**src/pkg/rair_map.vh**
```
/*
  Register map, field positions, reset values and constants of the radio
  auxiliary, event and calibration register bank.
  Assumes it is included by bare name into the design files that need it.
*/
`ifndef RAIR_MAP_VH
`define RAIR_MAP_VH

// ************************************************************
// register offsets (10-bit byte addresses)
// ************************************************************
`define RAIR_ADDR_W 10
`define RAIR_OFS_AUX_PWR 10'h325
`define RAIR_OFS_CONV_HI 10'h327
`define RAIR_OFS_CONV_LO 10'h328
`define RAIR_OFS_BATT_THR 10'h32D
`define RAIR_OFS_CLKOUT_DIV 10'h32E
`define RAIR_OFS_GAIN_DIV 10'h32F
`define RAIR_OFS_EVT_PRI 10'h336
`define RAIR_OFS_EVT_SEC 10'h337
`define RAIR_OFS_CAL_EN 10'h338
`define RAIR_OFS_CAL_STAT 10'h339
`define RAIR_OFS_BB_WORD 10'h345

// ************************************************************
// reset values
// ************************************************************
`define RAIR_RST_AUX_PWR 2'h0
`define RAIR_RST_BATT_THR 5'h00
`define RAIR_RST_CLKOUT_DIV 4'h4
`define RAIR_RST_GAIN_DIV 8'h28
`define RAIR_RST_EVT 8'h00
`define RAIR_RST_CAL_EN 2'h0
`define RAIR_RST_CAL_STAT 3'h0
`define RAIR_RST_BB_WORD 6'h00
`define RAIR_RST_CONV 8'h00

// ************************************************************
// field positions
// ************************************************************
`define RAIR_AUX_TEMP_BIT 1
`define RAIR_AUX_SUPPLY_BIT 0
`define RAIR_AUX_FIELD 1:0
`define RAIR_CONV_HI_FIELD 7:2
`define RAIR_CONV_LO_FIELD 1:0
`define RAIR_BATT_FIELD 4:0
`define RAIR_CLKOUT_FIELD 3:0
`define RAIR_CAL_SYNTH_BIT 1
`define RAIR_CAL_BB_BIT 0
`define RAIR_CAL_RAMP_BIT 2
`define RAIR_CAL_FIELD 1:0
`define RAIR_BB_WORD_FIELD 5:0

// primary event flags
`define RAIR_EP_WAKE_COUNT 7
`define RAIR_EP_LISTEN 6
`define RAIR_EP_CIPHER 5
`define RAIR_EP_TX_DONE 4
`define RAIR_EP_ADDR 3
`define RAIR_EP_CRC 2
`define RAIR_EP_SYNC 1
`define RAIR_EP_PREAMBLE 0
// secondary event flags
`define RAIR_ES_BATTERY 7
`define RAIR_ES_CMD_READY 6
`define RAIR_ES_WAKE_TIMER 4
`define RAIR_ES_PORT_READY 1
`define RAIR_ES_CMD_DONE 0
`define RAIR_ES_USED_MASK 8'hD3

// ************************************************************
// supply trip level: base + step * (field + 1), in mV
// ************************************************************
`define RAIR_TRIP_W 12
`define RAIR_BATT_BASE_MV 12'h6A4
`define RAIR_BATT_STEP_MV 12'h03E
`define RAIR_BATT_ONE 12'h001

// gain loop tick period is the divider times 16, these four zero bits appended below it
`define RAIR_GAIN_PRESCALE_BITS 4'h0

`endif

```
**src/logic/rair_regs.v**
```verilog
/*
  Radio auxiliary control, event flag and calibration register bank.
  Assumes a byte-wide register port synchronous to clk, event inputs as
  one-cycle pulses and status inputs as levels from the analog and
  calibration blocks, all synchronous to clk.
*/
// Overview of operation
// - aux bit 1 powers temperature sensor
// - aux bit 0 powers supply monitor
// - converter result split across two readbacks
// - trip level is 1.7 V + 62 mV*(n+1)
// - supply below trip sets secondary bit 7
// - clock output is crystal over divisor, zero off
// - gain tick every 16 times divider clocks
// - wake count reaching limit sets primary bit 7
// - listen signal above threshold sets bit 6
// - cipher completion sets bit 5 when loaded
// - transmit done sets bit 4, packet mode
// - address match sets bit 3, packet mode
// - checksum good sets bit 2, packet mode
// - sync word found sets bit 1
// - preamble found sets bit 0
// - secondary bits 6,4,1,0 flag command events
// - calibration enables for synth and filter
// - synth status bit reads tuning done
// - filter status bit valid while enabled
// - baseband tuning word read back after cycle
`timescale 1ns/100ps
`include "rair_map.vh"

module rair_regs #(
  parameter WAKE_W = 16
) (
  input wire clk,                            // 125 MHz clock
  input wire resetn,                         // async reset, active low
  input wire ce,                             // clock enable, freezes state
  input wire [9:0] host_addr,                // register byte address
  input wire host_wr,                        // write strobe
  input wire [7:0] host_wdata,               // write data
  input wire host_rd,                        // read strobe
  output reg [7:0] host_rdata,               // read data
  output reg host_rvalid,                    // read data valid pulse
  output reg temp_sensor_enable,             // temperature monitor power
  output reg supply_monitor_enable,          // battery monitor power
  input wire [7:0] conv_result,              // converter result
  input wire conv_valid,                     // converter result strobe
  input wire [11:0] supply_mv,               // measured supply in mV
  input wire supply_mv_valid,                // supply measurement strobe
  output reg [4:0] supply_trip_level,        // alarm threshold field
  output reg [11:0] supply_trip_mv,          // trip voltage in mV
  output wire clock_output_pin,              // divided crystal clock
  input wire fsk_mode,                       // frequency-shift mode active
  output wire gain_loop_tick,                // gain control update pulse
  input wire wake_event,                     // one timer wake-up
  input wire [WAKE_W-1:0] wake_count_limit,  // wake-ups before flag
  input wire wake_count_clear,               // restart wake counting
  input wire listen_mode,                    // low-power wake listening
  input wire [7:0] listen_rssi,              // measured signal strength
  input wire listen_rssi_valid,              // signal strength strobe
  input wire [7:0] listen_signal_threshold,  // listen detect threshold
  input wire cipher_loaded,                  // cipher firmware present
  input wire cipher_done,                    // cipher command complete
  input wire packet_mode,                    // packet handling active
  input wire tx_done,                        // packet transmitted
  input wire addr_match,                     // received address matched
  input wire crc_ok,                         // received checksum good
  input wire sync_found,                     // sync word qualified
  input wire preamble_found,                 // preamble qualified
  input wire cmd_ready,                      // processor takes command
  input wire wake_timer_expired,             // wake timer timeout
  input wire port_ready,                     // serial port ready
  input wire cmd_done,                       // command finished
  output reg synth_tuning_enable,            // synth calibration enable
  output reg baseband_filter_tuning_enable,  // filter calibration enable
  input wire synth_tuning_done,              // synth calibration finished
  input wire baseband_filter_tuning_done,    // filter calibration finished
  input wire amplifier_ramp_done,            // amplifier ramp finished
  input wire [5:0] baseband_tuning_word      // filter calibration result
);

  // ************************************************************
  // configuration registers
  // ************************************************************
  reg [3:0] host_clock_divisor;
  reg [7:0] gain_loop_divisor;
  reg [7:0] conv_reg;
  reg [7:0] evt_pri_reg;
  reg [7:0] evt_sec_reg;
  reg [2:0] cal_stat_reg;
  reg [5:0] bb_word_reg;
  reg bb_done_d_reg;
  reg [WAKE_W-1:0] wake_counter;

  wire wr_aux = host_wr && (host_addr == `RAIR_OFS_AUX_PWR);
  wire wr_batt = host_wr && (host_addr == `RAIR_OFS_BATT_THR);
  wire wr_clkout = host_wr && (host_addr == `RAIR_OFS_CLKOUT_DIV);
  wire wr_gain = host_wr && (host_addr == `RAIR_OFS_GAIN_DIV);
  wire wr_pri = host_wr && (host_addr == `RAIR_OFS_EVT_PRI);
  wire wr_sec = host_wr && (host_addr == `RAIR_OFS_EVT_SEC);
  wire wr_cal = host_wr && (host_addr == `RAIR_OFS_CAL_EN);

  // only defined fields are stored; reserved bits are never kept
  always @(posedge clk or negedge resetn) begin
    if (!resetn) begin
      temp_sensor_enable <= 1'b0;
      supply_monitor_enable <= 1'b0;
      supply_trip_level <= `RAIR_RST_BATT_THR;
      host_clock_divisor <= `RAIR_RST_CLKOUT_DIV;
      gain_loop_divisor <= `RAIR_RST_GAIN_DIV;
      synth_tuning_enable <= 1'b0;
      baseband_filter_tuning_enable <= 1'b0;
    end else if (ce) begin
      if (wr_aux) begin
        temp_sensor_enable <= host_wdata[`RAIR_AUX_TEMP_BIT];
        supply_monitor_enable <= host_wdata[`RAIR_AUX_SUPPLY_BIT];
      end
      if (wr_batt) begin
        supply_trip_level <= host_wdata[`RAIR_BATT_FIELD];
      end
      if (wr_clkout) begin
        host_clock_divisor <= host_wdata[`RAIR_CLKOUT_FIELD];
      end
      if (wr_gain) begin
        gain_loop_divisor <= host_wdata;
      end
      if (wr_cal) begin
        synth_tuning_enable <= host_wdata[`RAIR_CAL_SYNTH_BIT];
        baseband_filter_tuning_enable <= host_wdata[`RAIR_CAL_BB_BIT];
      end
    end
  end

  // ************************************************************
  // supply trip voltage and alarm
  // ************************************************************
  wire [11:0] trip_next = `RAIR_BATT_BASE_MV +
    `RAIR_BATT_STEP_MV * ({7'h00, supply_trip_level} + `RAIR_BATT_ONE);

  always @(posedge clk or negedge resetn) begin
    if (!resetn) begin
      supply_trip_mv <= `RAIR_BATT_BASE_MV + `RAIR_BATT_STEP_MV;
    end else if (ce) begin
      supply_trip_mv <= trip_next;
    end
  end

  // compares against the registered level, one cycle behind a write
  wire supply_alarm = supply_monitor_enable && supply_mv_valid &&
    (supply_mv < supply_trip_mv);

  // ************************************************************
  // clock output and gain loop tick
  // ************************************************************
  rair_clk_div #(
    .W(4)
  ) u_clkout (
    .clk(clk),
    .resetn(resetn),
    .ce(ce),
    .divisor(host_clock_divisor),
    .clk_out(clock_output_pin),
    .tick()
  );

  // gated to zero outside frequency-shift modes, which stops the tick
  wire [11:0] gain_ratio = fsk_mode ?
    {gain_loop_divisor, `RAIR_GAIN_PRESCALE_BITS} : 12'h000;

  rair_clk_div #(
    .W(12)
  ) u_gain (
    .clk(clk),
    .resetn(resetn),
    .ce(ce),
    .divisor(gain_ratio),
    .clk_out(),
    .tick(gain_loop_tick)
  );

  // ************************************************************
  // wake-up counter
  // ************************************************************
  wire [WAKE_W-1:0] wake_one = {{(WAKE_W-1){1'b0}}, 1'b1};
  wire [WAKE_W-1:0] wake_inc = wake_counter + wake_one;

  always @(posedge clk or negedge resetn) begin
    if (!resetn) begin
      wake_counter <= {WAKE_W{1'b0}};
    end else if (ce) begin
      if (wake_count_clear) begin
        wake_counter <= {WAKE_W{1'b0}};
      end else if (wake_event) begin
        wake_counter <= wake_inc;
      end
    end
  end

  // fires once, on the wake-up that makes the count equal the limit
  wire wake_reached = wake_event && !wake_count_clear &&
    (wake_inc == wake_count_limit);

  // ************************************************************
  // event flags
  // ************************************************************
  wire [15:0] evt_set;
  wire [15:0] evt_clr;
  wire [15:0] evt_cur = {evt_sec_reg, evt_pri_reg};
  wire [15:0] evt_next;

  assign evt_set[`RAIR_EP_WAKE_COUNT] = wake_reached;
  assign evt_set[`RAIR_EP_LISTEN] = listen_mode && listen_rssi_valid &&
    (listen_rssi > listen_signal_threshold);
  assign evt_set[`RAIR_EP_CIPHER] = cipher_loaded && cipher_done;
  assign evt_set[`RAIR_EP_TX_DONE] = packet_mode && tx_done;
  assign evt_set[`RAIR_EP_ADDR] = packet_mode && addr_match;
  assign evt_set[`RAIR_EP_CRC] = packet_mode && crc_ok;
  assign evt_set[`RAIR_EP_SYNC] = sync_found;
  assign evt_set[`RAIR_EP_PREAMBLE] = preamble_found;
  assign evt_set[8 + `RAIR_ES_BATTERY] = supply_alarm;
  assign evt_set[8 + `RAIR_ES_CMD_READY] = cmd_ready;
  assign evt_set[8 + 5] = 1'b0;
  assign evt_set[8 + `RAIR_ES_WAKE_TIMER] = wake_timer_expired;
  assign evt_set[8 + 3] = 1'b0;
  assign evt_set[8 + 2] = 1'b0;
  assign evt_set[8 + `RAIR_ES_PORT_READY] = port_ready;
  assign evt_set[8 + `RAIR_ES_CMD_DONE] = cmd_done;

  // write one to clear; unused secondary bits stay zero
  assign evt_clr = {(wr_sec ? (host_wdata & `RAIR_ES_USED_MASK) : 8'h00),
                    (wr_pri ? host_wdata : 8'h00)};

  genvar i;
  generate
    for (i = 0; i < 16; i = i + 1) begin : g_flag
      // a set in the clearing cycle wins so no event is lost
      assign evt_next[i] = evt_set[i] | (evt_cur[i] & ~evt_clr[i]);
    end
  endgenerate

  always @(posedge clk or negedge resetn) begin
    if (!resetn) begin
      evt_pri_reg <= `RAIR_RST_EVT;
      evt_sec_reg <= `RAIR_RST_EVT;
    end else if (ce) begin
      evt_pri_reg <= evt_next[7:0];
      evt_sec_reg <= evt_next[15:8];
    end
  end

  // ************************************************************
  // converter result and calibration status capture
  // ************************************************************
  wire bb_done_rise = baseband_filter_tuning_done && !bb_done_d_reg;

  always @(posedge clk or negedge resetn) begin
    if (!resetn) begin
      conv_reg <= `RAIR_RST_CONV;
      cal_stat_reg <= `RAIR_RST_CAL_STAT;
      bb_word_reg <= `RAIR_RST_BB_WORD;
      bb_done_d_reg <= 1'b0;
    end else if (ce) begin
      if (conv_valid) begin
        conv_reg <= conv_result;
      end
      cal_stat_reg[`RAIR_CAL_RAMP_BIT] <= amplifier_ramp_done;
      cal_stat_reg[`RAIR_CAL_SYNTH_BIT] <= synth_tuning_done;
      // filter done means nothing while its calibration is disabled
      cal_stat_reg[`RAIR_CAL_BB_BIT] <= baseband_filter_tuning_done &&
        baseband_filter_tuning_enable;
      bb_done_d_reg <= baseband_filter_tuning_done;
      if (bb_done_rise && baseband_filter_tuning_enable) begin
        bb_word_reg <= baseband_tuning_word;
      end
    end
  end

  // ************************************************************
  // read port
  // ************************************************************
  reg [7:0] rd_mux;

  // unmapped addresses and reserved bits read zero
  always @* begin
    rd_mux = 8'h00;
    case (host_addr)
      `RAIR_OFS_AUX_PWR: begin
        rd_mux = {6'h00, temp_sensor_enable, supply_monitor_enable};
      end
      `RAIR_OFS_CONV_HI: begin
        rd_mux = {2'h0, conv_reg[`RAIR_CONV_HI_FIELD]};
      end
      `RAIR_OFS_CONV_LO: begin
        rd_mux = {conv_reg[`RAIR_CONV_LO_FIELD], 6'h00};
      end
      `RAIR_OFS_BATT_THR: begin
        rd_mux = {3'h0, supply_trip_level};
      end
      `RAIR_OFS_CLKOUT_DIV: begin
        rd_mux = {4'h0, host_clock_divisor};
      end
      `RAIR_OFS_GAIN_DIV: begin
        rd_mux = gain_loop_divisor;
      end
      `RAIR_OFS_EVT_PRI: begin
        rd_mux = evt_pri_reg;
      end
      `RAIR_OFS_EVT_SEC: begin
        rd_mux = evt_sec_reg;
      end
      `RAIR_OFS_CAL_EN: begin
        rd_mux = {6'h00, synth_tuning_enable, baseband_filter_tuning_enable};
      end
      `RAIR_OFS_CAL_STAT: begin
        rd_mux = {5'h00, cal_stat_reg};
      end
      `RAIR_OFS_BB_WORD: begin
        rd_mux = {2'h0, bb_word_reg};
      end
      default: begin
        rd_mux = 8'h00;
      end
    endcase
  end

  always @(posedge clk or negedge resetn) begin
    if (!resetn) begin
      host_rdata <= 8'h00;
      host_rvalid <= 1'b0;
    end else if (ce) begin
      host_rvalid <= host_rd;
      if (host_rd) begin
        host_rdata <= rd_mux;
      end
    end
  end

endmodule

```
**src/logic/rair_clk_div.v**
```verilog
/*
  Programmable integer clock divider with a divided level and a tick.
  Assumes the reference clock is clk and that a divisor of zero stops it.
*/
`timescale 1ns/100ps

module rair_clk_div #(
  parameter W = 4
) (
  input wire clk,               // reference clock
  input wire resetn,            // async reset, active low
  input wire ce,                // clock enable, freezes state
  input wire [W-1:0] divisor,   // division ratio, zero stops
  output reg clk_out,           // divided clock level
  output reg tick               // one pulse per output period
);

  reg [W-1:0] cnt_reg;
  wire [W-1:0] one = {{(W-1){1'b0}}, 1'b1};
  wire [W-1:0] half = divisor >> 1;
  wire wrap = (cnt_reg >= (divisor - one));
  wire [W-1:0] cnt_next = wrap ? {W{1'b0}} : (cnt_reg + one);

  // odd ratios give a duty just under half; ratio one only ticks
  always @(posedge clk or negedge resetn) begin
    if (!resetn) begin
      cnt_reg <= {W{1'b0}};
      clk_out <= 1'b0;
      tick <= 1'b0;
    end else if (ce) begin
      if (divisor == {W{1'b0}}) begin
        cnt_reg <= {W{1'b0}};
        clk_out <= 1'b0;
        tick <= 1'b0;
      end else begin
        cnt_reg <= cnt_next;
        clk_out <= (cnt_next < half);
        tick <= wrap;
      end
    end
  end

endmodule

```
**config.mk**
```make
export PLATFORM = sky130hd
export DESIGN_NAME = rair_regs
export DESIGN_NICKNAME = d
export VERILOG_FILES = /design/src/logic/rair_regs.v /design/src/logic/rair_clk_div.v
export VERILOG_INCLUDE_DIRS = /design/src /design/src/pkg
export SDC_FILE = /design/constraint.sdc
export NUM_CORES = 1
export LEC_CHECK = 0
export CAP_MARGIN = 20
export CORE_MARGIN = 4
export CORE_UTILIZATION = 45
export DETAILED_ROUTE_END_ITERATION = 10
export DONT_BUFFER_PORTS = 1
export GPL_TIMING_DRIVEN = 0
export MAX_ROUTING_LAYER = met4
export PLACE_DENSITY_LB_ADDON = 0.1
export SYNTH_ARGS = -nofsm -noshare
export SYNTH_HDL_FRONTEND = slang
export SYNTH_SLANG_ARGS = --single-unit
```
**constraint.sdc**
```tcl
create_clock -name clk -period 5.1 [get_ports clk]
set_input_delay 0.51 -clock clk [delete_from_list [all_inputs] [get_ports clk]]
set_output_delay 0.51 -clock clk [all_outputs]
set_load 0.01 [all_outputs]
```
# Yosys cells after proc, flatten, opt, wreduce, memory -nomap -nowiden
# Index checks and enable logic that the tools add are counted.
# totals
register_bits	110
input_bits	103
word_cells	137
# classes
addsub	7
n_mul	1
magnitude_cmp	5
n_eq_ne	12
n_mux	12
n_bitwise	45
reduce_logical	34
# ops
cell	count
10-bit == test (second input constant)	11
8-bit one-hot mux with 11 select lines	1
12-bit two-way mux	3
16-bit two-way mux	2
1-bit logical AND	20
2-bit AND reduction	9
16-bit by 1-bit adder with 16-bit output (second input constant)	1
1-bit AND	16
16-bit == test	1
8-bit two-way mux	2
1-bit inverter	16
1-bit bitwise OR	13
11-bit by 12-bit adder with 12-bit output (first input constant)	1
12-bit by 1-bit adder with 12-bit output (second input constant)	1
12-bit greater-or-equal comparator	1
12-bit logical NOT	1
12-bit less-than comparator	1
12-bit by 1-bit subtractor with 12-bit output (second input constant)	1
5-bit by 6-bit multiplier with 11-bit output (first input constant)	1
8-bit greater-than comparator	1
4-bit two-way mux	2
5-bit by 1-bit adder with 6-bit output (second input constant)	1
4-bit by 1-bit adder with 4-bit output (second input constant)	1
4-bit greater-or-equal comparator	1
other kinds (6)	8

# Logic depth before layout (Yosys ltp)
# Gate-level depths: netlist of run 1.
# logic_depth
ltp_word	6
depth_mapped	18
mapped_depth_nobuf	17

# Cells and area by module
# A second synthesis of run 1 with hierarchy kept.
# unflattened
cells_unflattened	909
area_unflattened_um2	8459.4
# by_module_without_submodules
module	instances	cells_per_inst	area_per_inst_um2	seq_area_each_um2
rair_regs	1	642	6223.5	2213.4
rair_clk_div (u_gain)	1	210	1682.9	350.3
rair_clk_div (u_clkout)	1	57	553.0	150.1

# Worst setup path before layout of run 1
# No wires, ideal clock.
# synth_path
kind	register to register
start	reg supply_trip_level[1]
end	reg supply_trip_mv[10]
setup_ps	91
t_arrival_ps	4145
setup_slack_ps	863
stages_incl_launch_ff	16
n_path_buf	0
period_less_slack_ps	4237
path_cell_list	dfrtp_1 -> ha_1 -> xor2_1 -> ha_1 -> xor2_1 -> fa_1 -> fa_1 -> inv_1 -> ha_1 -> a21oi_2 -> a21oi_1 -> or4_4 -> a22oi_2 -> xnor2_1 -> xnor2_1 -> a21oi_1
# synth_between
elab_chain_len	3
# synth_rtl
element	line	source
start, declared	rair_regs.v:49	output reg [4:0] supply_trip_level,
start signal, assigned	rair_regs.v:107	supply_trip_level <= `RAIR_RST_BATT_THR;
start signal, assigned	rair_regs.v:118	supply_trip_level <= host_wdata[`RAIR_BATT_FIELD];
5-bit by 1-bit adder with 6-bit output (no source line)	--	
5-bit by 6-bit multiplier with 11-bit output (no source line)	--	
11-bit by 12-bit adder with 12-bit output (no source line)	--	
end signal, assigned	rair_regs.v:141	supply_trip_mv <= `RAIR_BATT_BASE_MV + `RAIR_BATT_STEP_MV;
end signal, assigned	rair_regs.v:143	supply_trip_mv <= trip_next;
end, declared	rair_regs.v:50	output reg [11:0] supply_trip_mv,
# Every way passes these cells.
# A chain may end at the register's enable or synchronous reset.

# Worst setup path in the final report of run 1
# Same ends and word-level chain as after synthesis.

==> flow_summary.toml, run 1 <==
[synthesis]
synth_fp_nets = 948
syn_avg_cell_area_um2 = 9.62
netlist_instances = 778
synthArstFlopShare_pct = 100
synth_edf_count = 0
synth-seq-cells = 106
syn_area_um2 = 7480
synth_seq_area_share_pct = 35.6
yosysWarnings = 0
ys_types = 81
synth_top_area_share_pct = 32.4
synthTopCellsByArea = "dfrtp_1 (32%), ha_1 (10%), mux2_2 (6.0%), nand2_1 (4.6%), xnor2_1 (4.0%)"
netlist.top_cell.by_area = "dfrtp_1"
synth-main-ff-cell = "dfrtp_1"

[power]
leakage_uw = 0.00377
swShare_pct = 26.3
pwr_density_cell_nw_per_um2 = 216
power.share.clock_pct = 37.5
internal_power_uw = 1280
power_uw = 1740
p_sw_uw = 459
irDropWorstVdd_mv = 0.166
pwr-share-comb_pct = 11.1
p_seq_share_pct = 51.4

[timing]
tns_ns = 0
maxSlewViolCount = 0
tightest_slew_ns = 0.717
timing.fmax_ghz = 0.216
rsz0062_at_grt = "false"
min_period_ns = 4.63
min_period_over_period_pct = 90.8
finalHoldViolCount = 0
max_slew_margin_pct = 50.9
skew_ns = 0.00962
setup_violations = 0
setup_slack_ns = 0.469

[cells_and_area]
finalNonFillerCells = 1013
multi_input_area_um2 = 4520
largest_reg_flops = 16
regArea_um2 = 2660
antennaDiodeCount = 0
nets = 962
final_area_um2 = 8060
drive_above_1_share_pct = 13.6
fill_cells = 1521
area_growth_syn_to_layout_pct = 7.73

[drt]
drtPass1Iterations = 5
top_layer_used = "met4"
wl_um = 20100
routed-wl-met2_um = 9880
via_per_inst = 5.93
drt-met1-wl_um = 8520
drtIter0Drc = 337
wl_per_cell_um = 19.8
drcViolationCount = 0
num_vias = 6011
final_antenna_net_count = 0
wl_met3_um = 1350

[critical_path]
cp-end-kind = "register"
path_class = "register to register"
critPathMaxFanout = 7
required_ns = 5.36
start_kind = "register"
timing.rr.start = "supply_trip_level[1]"
r2r_cells = 15
rrSetupSlack_ns = 0.47
crit_arrival_ns = 4.89
r2r-end = "supply_trip_mv[10]"
startpoint = "supply_trip_level[1]"

[clock_network]
cts_resized = 0
clk_latency_ns = 0.36
cts_root_buf = "clkbuf_16"
clockBufferDepth = 2
clk_pin_slew_ns = 0.07
htreeDepth = 3
cts_buffers = 9
clock-sinks = 106
cts_tree = "done"

[die]
initial_core_util_pct = 46.4
dieArea_um2 = 18800
die_w_um = 137
fp.dieH_um = 137
ioPinCount = 135
rows = 46
fp.coreArea_um2 = 16100

[placed_design]
dpl.hpwl_um = 15600
portBuffers = 0
place_congestion = 0.927
dp_cells = 994
dpl_cell_area_um2 = 7750
pre_cts_ws_ns = 0.468

[global_route]
gr-total-overflow = 0
track_usage_pct = 22.1
grt_max_degree = 100
grt_pass1_wl_um = 31500
grt_pass1_vias = 5912
antenna_found_initial = 0

[min_path]
worstHoldPathType = "input pin to async pin"

[outcome]
outcome = "finished clean"

[run]
drv_cap = 0
## per-layer routing
layer / global-route usage (%) / vias up
li1: - / 2850
met1: 27.8 / 2963
met2: 36.2 / 171
met3: 4.71 / 27
met4: 5.88 / 0
met5: - / -
## power groups by stage
stage               clock network (µW)  logic [µW]  registers [µW]
floorplan                            0         137             902
global placement                     0         168             911
detailed placement                   0         173             912
CTS                                672         195             896
global route                       709         218             899
finish                             653         193             896
## synthesized netlist by cell type (all sizes together) (11+ instances only)
library cell  count
dfrtp            97
nand2            92
ha               62
o21ai            55
inv              47
mux2             41
nor2             39
xnor2            34
nand3            26
a21oi            24
a22o             24
a21o             20
xor2             19
clkbuf           14
nor3             14
buf              11
o31ai            11
## worst max-delay path: stages, from the launching register on
cell	delay, ns
dfrtp_1	0.56
ha_1	0.26
xor2_1	0.39
ha_1	0.34
xor2_1	0.19
fa_1	0.52
fa_1	0.51
inv_1	0.04
ha_1	0.35
a21oi_2	0.19
a21oi_1	0.11
or4_4	0.50
a22oi_2	0.21
xnor2_1	0.15
xnor2_1	0.14
a21oi_1	0.08
## logic make-up (layout without fill, tap and decap cells)
group                      Yosys count  count (layout)  share of synthesized area [%]
xor gates and xnor gates            53              53                           6.20
adders and majority gates           68              68                           11.8
other                                1               1                         0.0501
DFF                                106             106                           35.6
and+or+nand+nor                    241             241                           17.2
AOI/OAI and AO/OA                  193             193                           18.6
buffers and inverters               72              91                           3.98
muxes                               44              44                           6.57
## layout by cell type (no fill, tap or decap), drive strengths merged, types with 4 or more instances in the layout
| cell type | Yosys | layout |
|---|---|---|
| xnor2 | 34 | 34 |
| xor2 | 19 | 19 |
| nor2 | 39 | 39 |
| nand2 | 92 | 92 |
| a22oi | 10 | 10 |
| nand4 | 10 | 10 |
| buf | 11 | 12 |
| a211oi | 7 | 7 |
| or2 | 4 | 4 |
| and3 | 7 | 7 |
| nor2b | 5 | 5 |
| a21o | 20 | 20 |
| inv | 47 | 48 |
| a32o | 5 | 5 |
| clkbuf | 14 | 28 |
| and2 | 10 | 10 |
| a31oi | 10 | 10 |
| fa | 5 | 5 |
| a22o | 24 | 24 |
| or3 | 5 | 5 |
| nor3 | 14 | 14 |
| nor3b | 7 | 7 |
| a21oi | 24 | 24 |
| mux2 | 41 | 41 |
| o31ai | 11 | 11 |
| ha | 62 | 62 |
| o21ai | 55 | 55 |
| a32oi | 6 | 6 |
| o21a | 4 | 4 |
| nand3b | 4 | 4 |
| nor4 | 4 | 4 |
| nand2b | 6 | 6 |
| dfstp | 9 | 9 |
| dfrtp | 97 | 97 |
| nand3 | 26 | 26 |
## what timing repair did
item	4_1_cts	5_1_grt
hold buffers	2	0
hold endpoints to repair	99	0
buffers inserted	0	0
## stage by stage
stage	utilization [%]	hold WS [ns]
floorplan	-	0.214
global placement	48.1	0.219
detailed placement	48.1	0.219
CTS	50.0	0.102
global route	50.0	0.122
finish	50.0	0.0741
## area by class of cell
| cell class | count | share of cell area [%] |
|---|---|---|
| Multi-Input combinational cell | 600 | 56.1 |
| Sequential cell | 106 | 33.0 |
| Tap cell | 216 | 3.35 |
| Clock buffer | 13 | 2.98 |
| Inverter | 47 | 2.19 |
| Buffer | 25 | 1.51 |
| Timing Repair Buffer | 3 | 0.528 |
| Clock inverter | 3 | 0.310 |
## how the worst max path moves through the flow
stage / slack [ns] / cells past startpoint / to
after floorplan: 0.86 / 15 / supply_trip_mv[10]
after global placement: 0.54 / 15 / supply_trip_mv[10]
after detailed placement: 0.47 / 18 / supply_trip_mv[11]
after CTS: 0.44 / 18 / supply_trip_mv[11]
after global routing: 0.14 / 15 / supply_trip_mv[10]
final: 0.47 / 15 / supply_trip_mv[10]
(Power assumes the default switching activity.)
==> run 2: changes to the inputs <==
- CORE_UTILIZATION: 45 -> 25
- SYNTH_HIERARCHICAL: default -> 1
==> flow_summary.toml, run 2 <==
[outcome]
outcome = "finished clean"

[drt]
drt-met1-wl_um = 12100
drtPass1Iterations = 4
routed-wl-met2_um = 12800
top_layer_used = "met4"
wl_per_cell_um = 20.6
via_per_inst = 4.98
wl_met3_um = 1390
num_vias = 6416
drtIter0Drc = 313
final_antenna_net_count = 0
wl_um = 26500
drcViolationCount = 0

[global_route]
gr-total-overflow = 0
track_usage_pct = 15.6
grt_max_degree = 101
antenna_found_initial = 6
grt_pass1_vias = 6630
grt_pass1_wl_um = 41400

[power]
power_uw = 2130
internal_power_uw = 1460
pwr-share-comb_pct = 19.1
leakage_uw = 0.00381
irDropWorstVdd_mv = 0.156
p_sw_uw = 669
pwr_density_cell_nw_per_um2 = 238
power.share.clock_pct = 35.5
swShare_pct = 31.4
p_seq_share_pct = 45.3

[timing]
setup_violations = 0
min_period_ns = 4.74
tns_ns = 0
min_period_over_period_pct = 92.9
timing.fmax_ghz = 0.211
skew_ns = 0.00940
finalHoldViolCount = 0
rsz0062_at_grt = "false"
maxSlewViolCount = 0
tightest_slew_ns = 0.810
whs_ns = 0.0437
max_slew_margin_pct = 45.7
setup_slack_ns = 0.361

[critical_path]
critPathMaxStageDelay_ns = 0.52
timing.rr.start = "supply_trip_level[0]"
crit_slowest_cell = "dfrtp_2"
crit_arrival_ns = 5.00
path_cells = "inv_1 -> ha_1 -> xnor2_2 -> inv_1 -> ha_1 -> inv_1 -> fa_1 -> fa_1 -> inv_1 -> ha_1 -> and3_4 -> a2111oi_4 -> xnor2_1 -> o21ai_1 -> and4_1 -> o31ai_1"
path_class = "register to register"
critPathMaxFanout = 7
r2r-end = "supply_trip_mv[11]"
cp-end-kind = "register"
required_ns = 5.37
start_kind = "register"
r2r_cells = 16
rrSetupSlack_ns = 0.36
crit_top_cell = "inv_1"

[die]
die_w_um = 187
rows = 65
initial_core_util_pct = 25.4
fp.coreArea_um2 = 31600
fp.dieH_um = 187
ioPinCount = 135
dieArea_um2 = 35100

[clock_network]
clk_latency_ns = 0.36
clockBufferDepth = 2
cts_setup_buffers = 0
htreeDepth = 3
cts_root_buf = "clkbuf_16"
clk_pin_slew_ns = 0.08
cts_buffers = 9
cts_tree = "done"
clock-sinks = 106

[synthesis]
netlist_instances = 849
syn_area_um2 = 8040
yosysWarnings = 6
syn_avg_cell_area_um2 = 9.47

[placed_design]
place_congestion = 0.840
portBuffers = 0
pre_cts_ws_ns = 0.128
dpl.hpwl_um = 20600

[min_path]
worstHoldPathType = "input pin to async pin"

[cells_and_area]
drive_above_1_share_pct = 15.0
fill_cells = 3408
fin_util_pct = 28.3
largest_reg_flops = 16
nets = 1050
layout_commonest_cell = "dfrtp_1"
area_growth_syn_to_layout_pct = 11.3
final_cell_mix = "dfrtp_1 (96), inv_1 (75), nand2_1 (71)"

[run]
drv_cap = 0
run 2: layout make-up:
class | count | area (µm²) | area share (%)
Antenna cell | 6 | 15.0 | 0.168
Buffer | 24 | 139 | 1.55
Clock buffer | 12 | 246 | 2.75
Clock inverter | 4 | 52.6 | 0.587
Inverter | 76 | 285 | 3.19
Multi-Input combinational cell | 656 | 5010 | 56.0
Sequential cell | 106 | 2670 | 29.8
Tap cell | 402 | 503 | 5.62
Timing Repair Buffer | 2 | 37.5 | 0.419
run 2: worst max-delay path: cells and delay by family (launching register included):
kind                     cells  cell delay [ns]
XOR/XNOR                     2             0.44
flip-flops                   1             0.52
AO/OA/AOI/OAI                3             0.72
AND/OR/NAND/NOR              2             0.45
adder cells (fa/ha/maj)      5             2.08
buffers and inverters        4             0.41
run 2: worst max path at each step:
stage	startpoint	endpoint	slack, ns	cells past startpoint
2_1_floorplan	supply_trip_level[0]	supply_trip_mv[10]	0.88	16
3_3_place_gp	supply_trip_level[0]	supply_trip_mv[11]	0.16	16
3_5_place_dp	supply_trip_level[0]	supply_trip_mv[11]	0.13	16
4_1_cts	supply_trip_level[0]	supply_trip_mv[11]	0.09	16
5_1_grt	supply_trip_level[1]	supply_trip_mv[11]	0.07	14
6_report	supply_trip_level[0]	supply_trip_mv[11]	0.36	16
run 2: layer usage:
metal,up-vias,global-route usage [%]
met2,121,25.4
met3,15,4.16
met1,3113,19.6
met4,0,3.11
li1,3167,-
met5,-,-
run 2: what timing repair did:
item | 4_1_cts | 5_1_grt
hold endpoints to repair | 100 | 0
resized for setup | 0 | 2
hold buffers | 2 | 0
endpoints found under the setup margin | 0 | 3
run 2: power groups by stage:
stage / combinational (µW) / sequential [µW] / clock (µW)
finish: 407 / 965 / 756
global route: 466 / 975 / 816
CTS: 413 / 965 / 793
detailed placement: 386 / 981 / 0
global placement: 389 / 982 / 0
floorplan: 303 / 954 / 0
run 2: stage by stage:
step | std cells | area (µm²)
after floorplan | 862 | 8090
after global placement | 1264 | 8600
after detailed placement | 1264 | 8600
after CTS | 1282 | 8930
after global routing | 1288 | 8960
final | 1288 | 8960
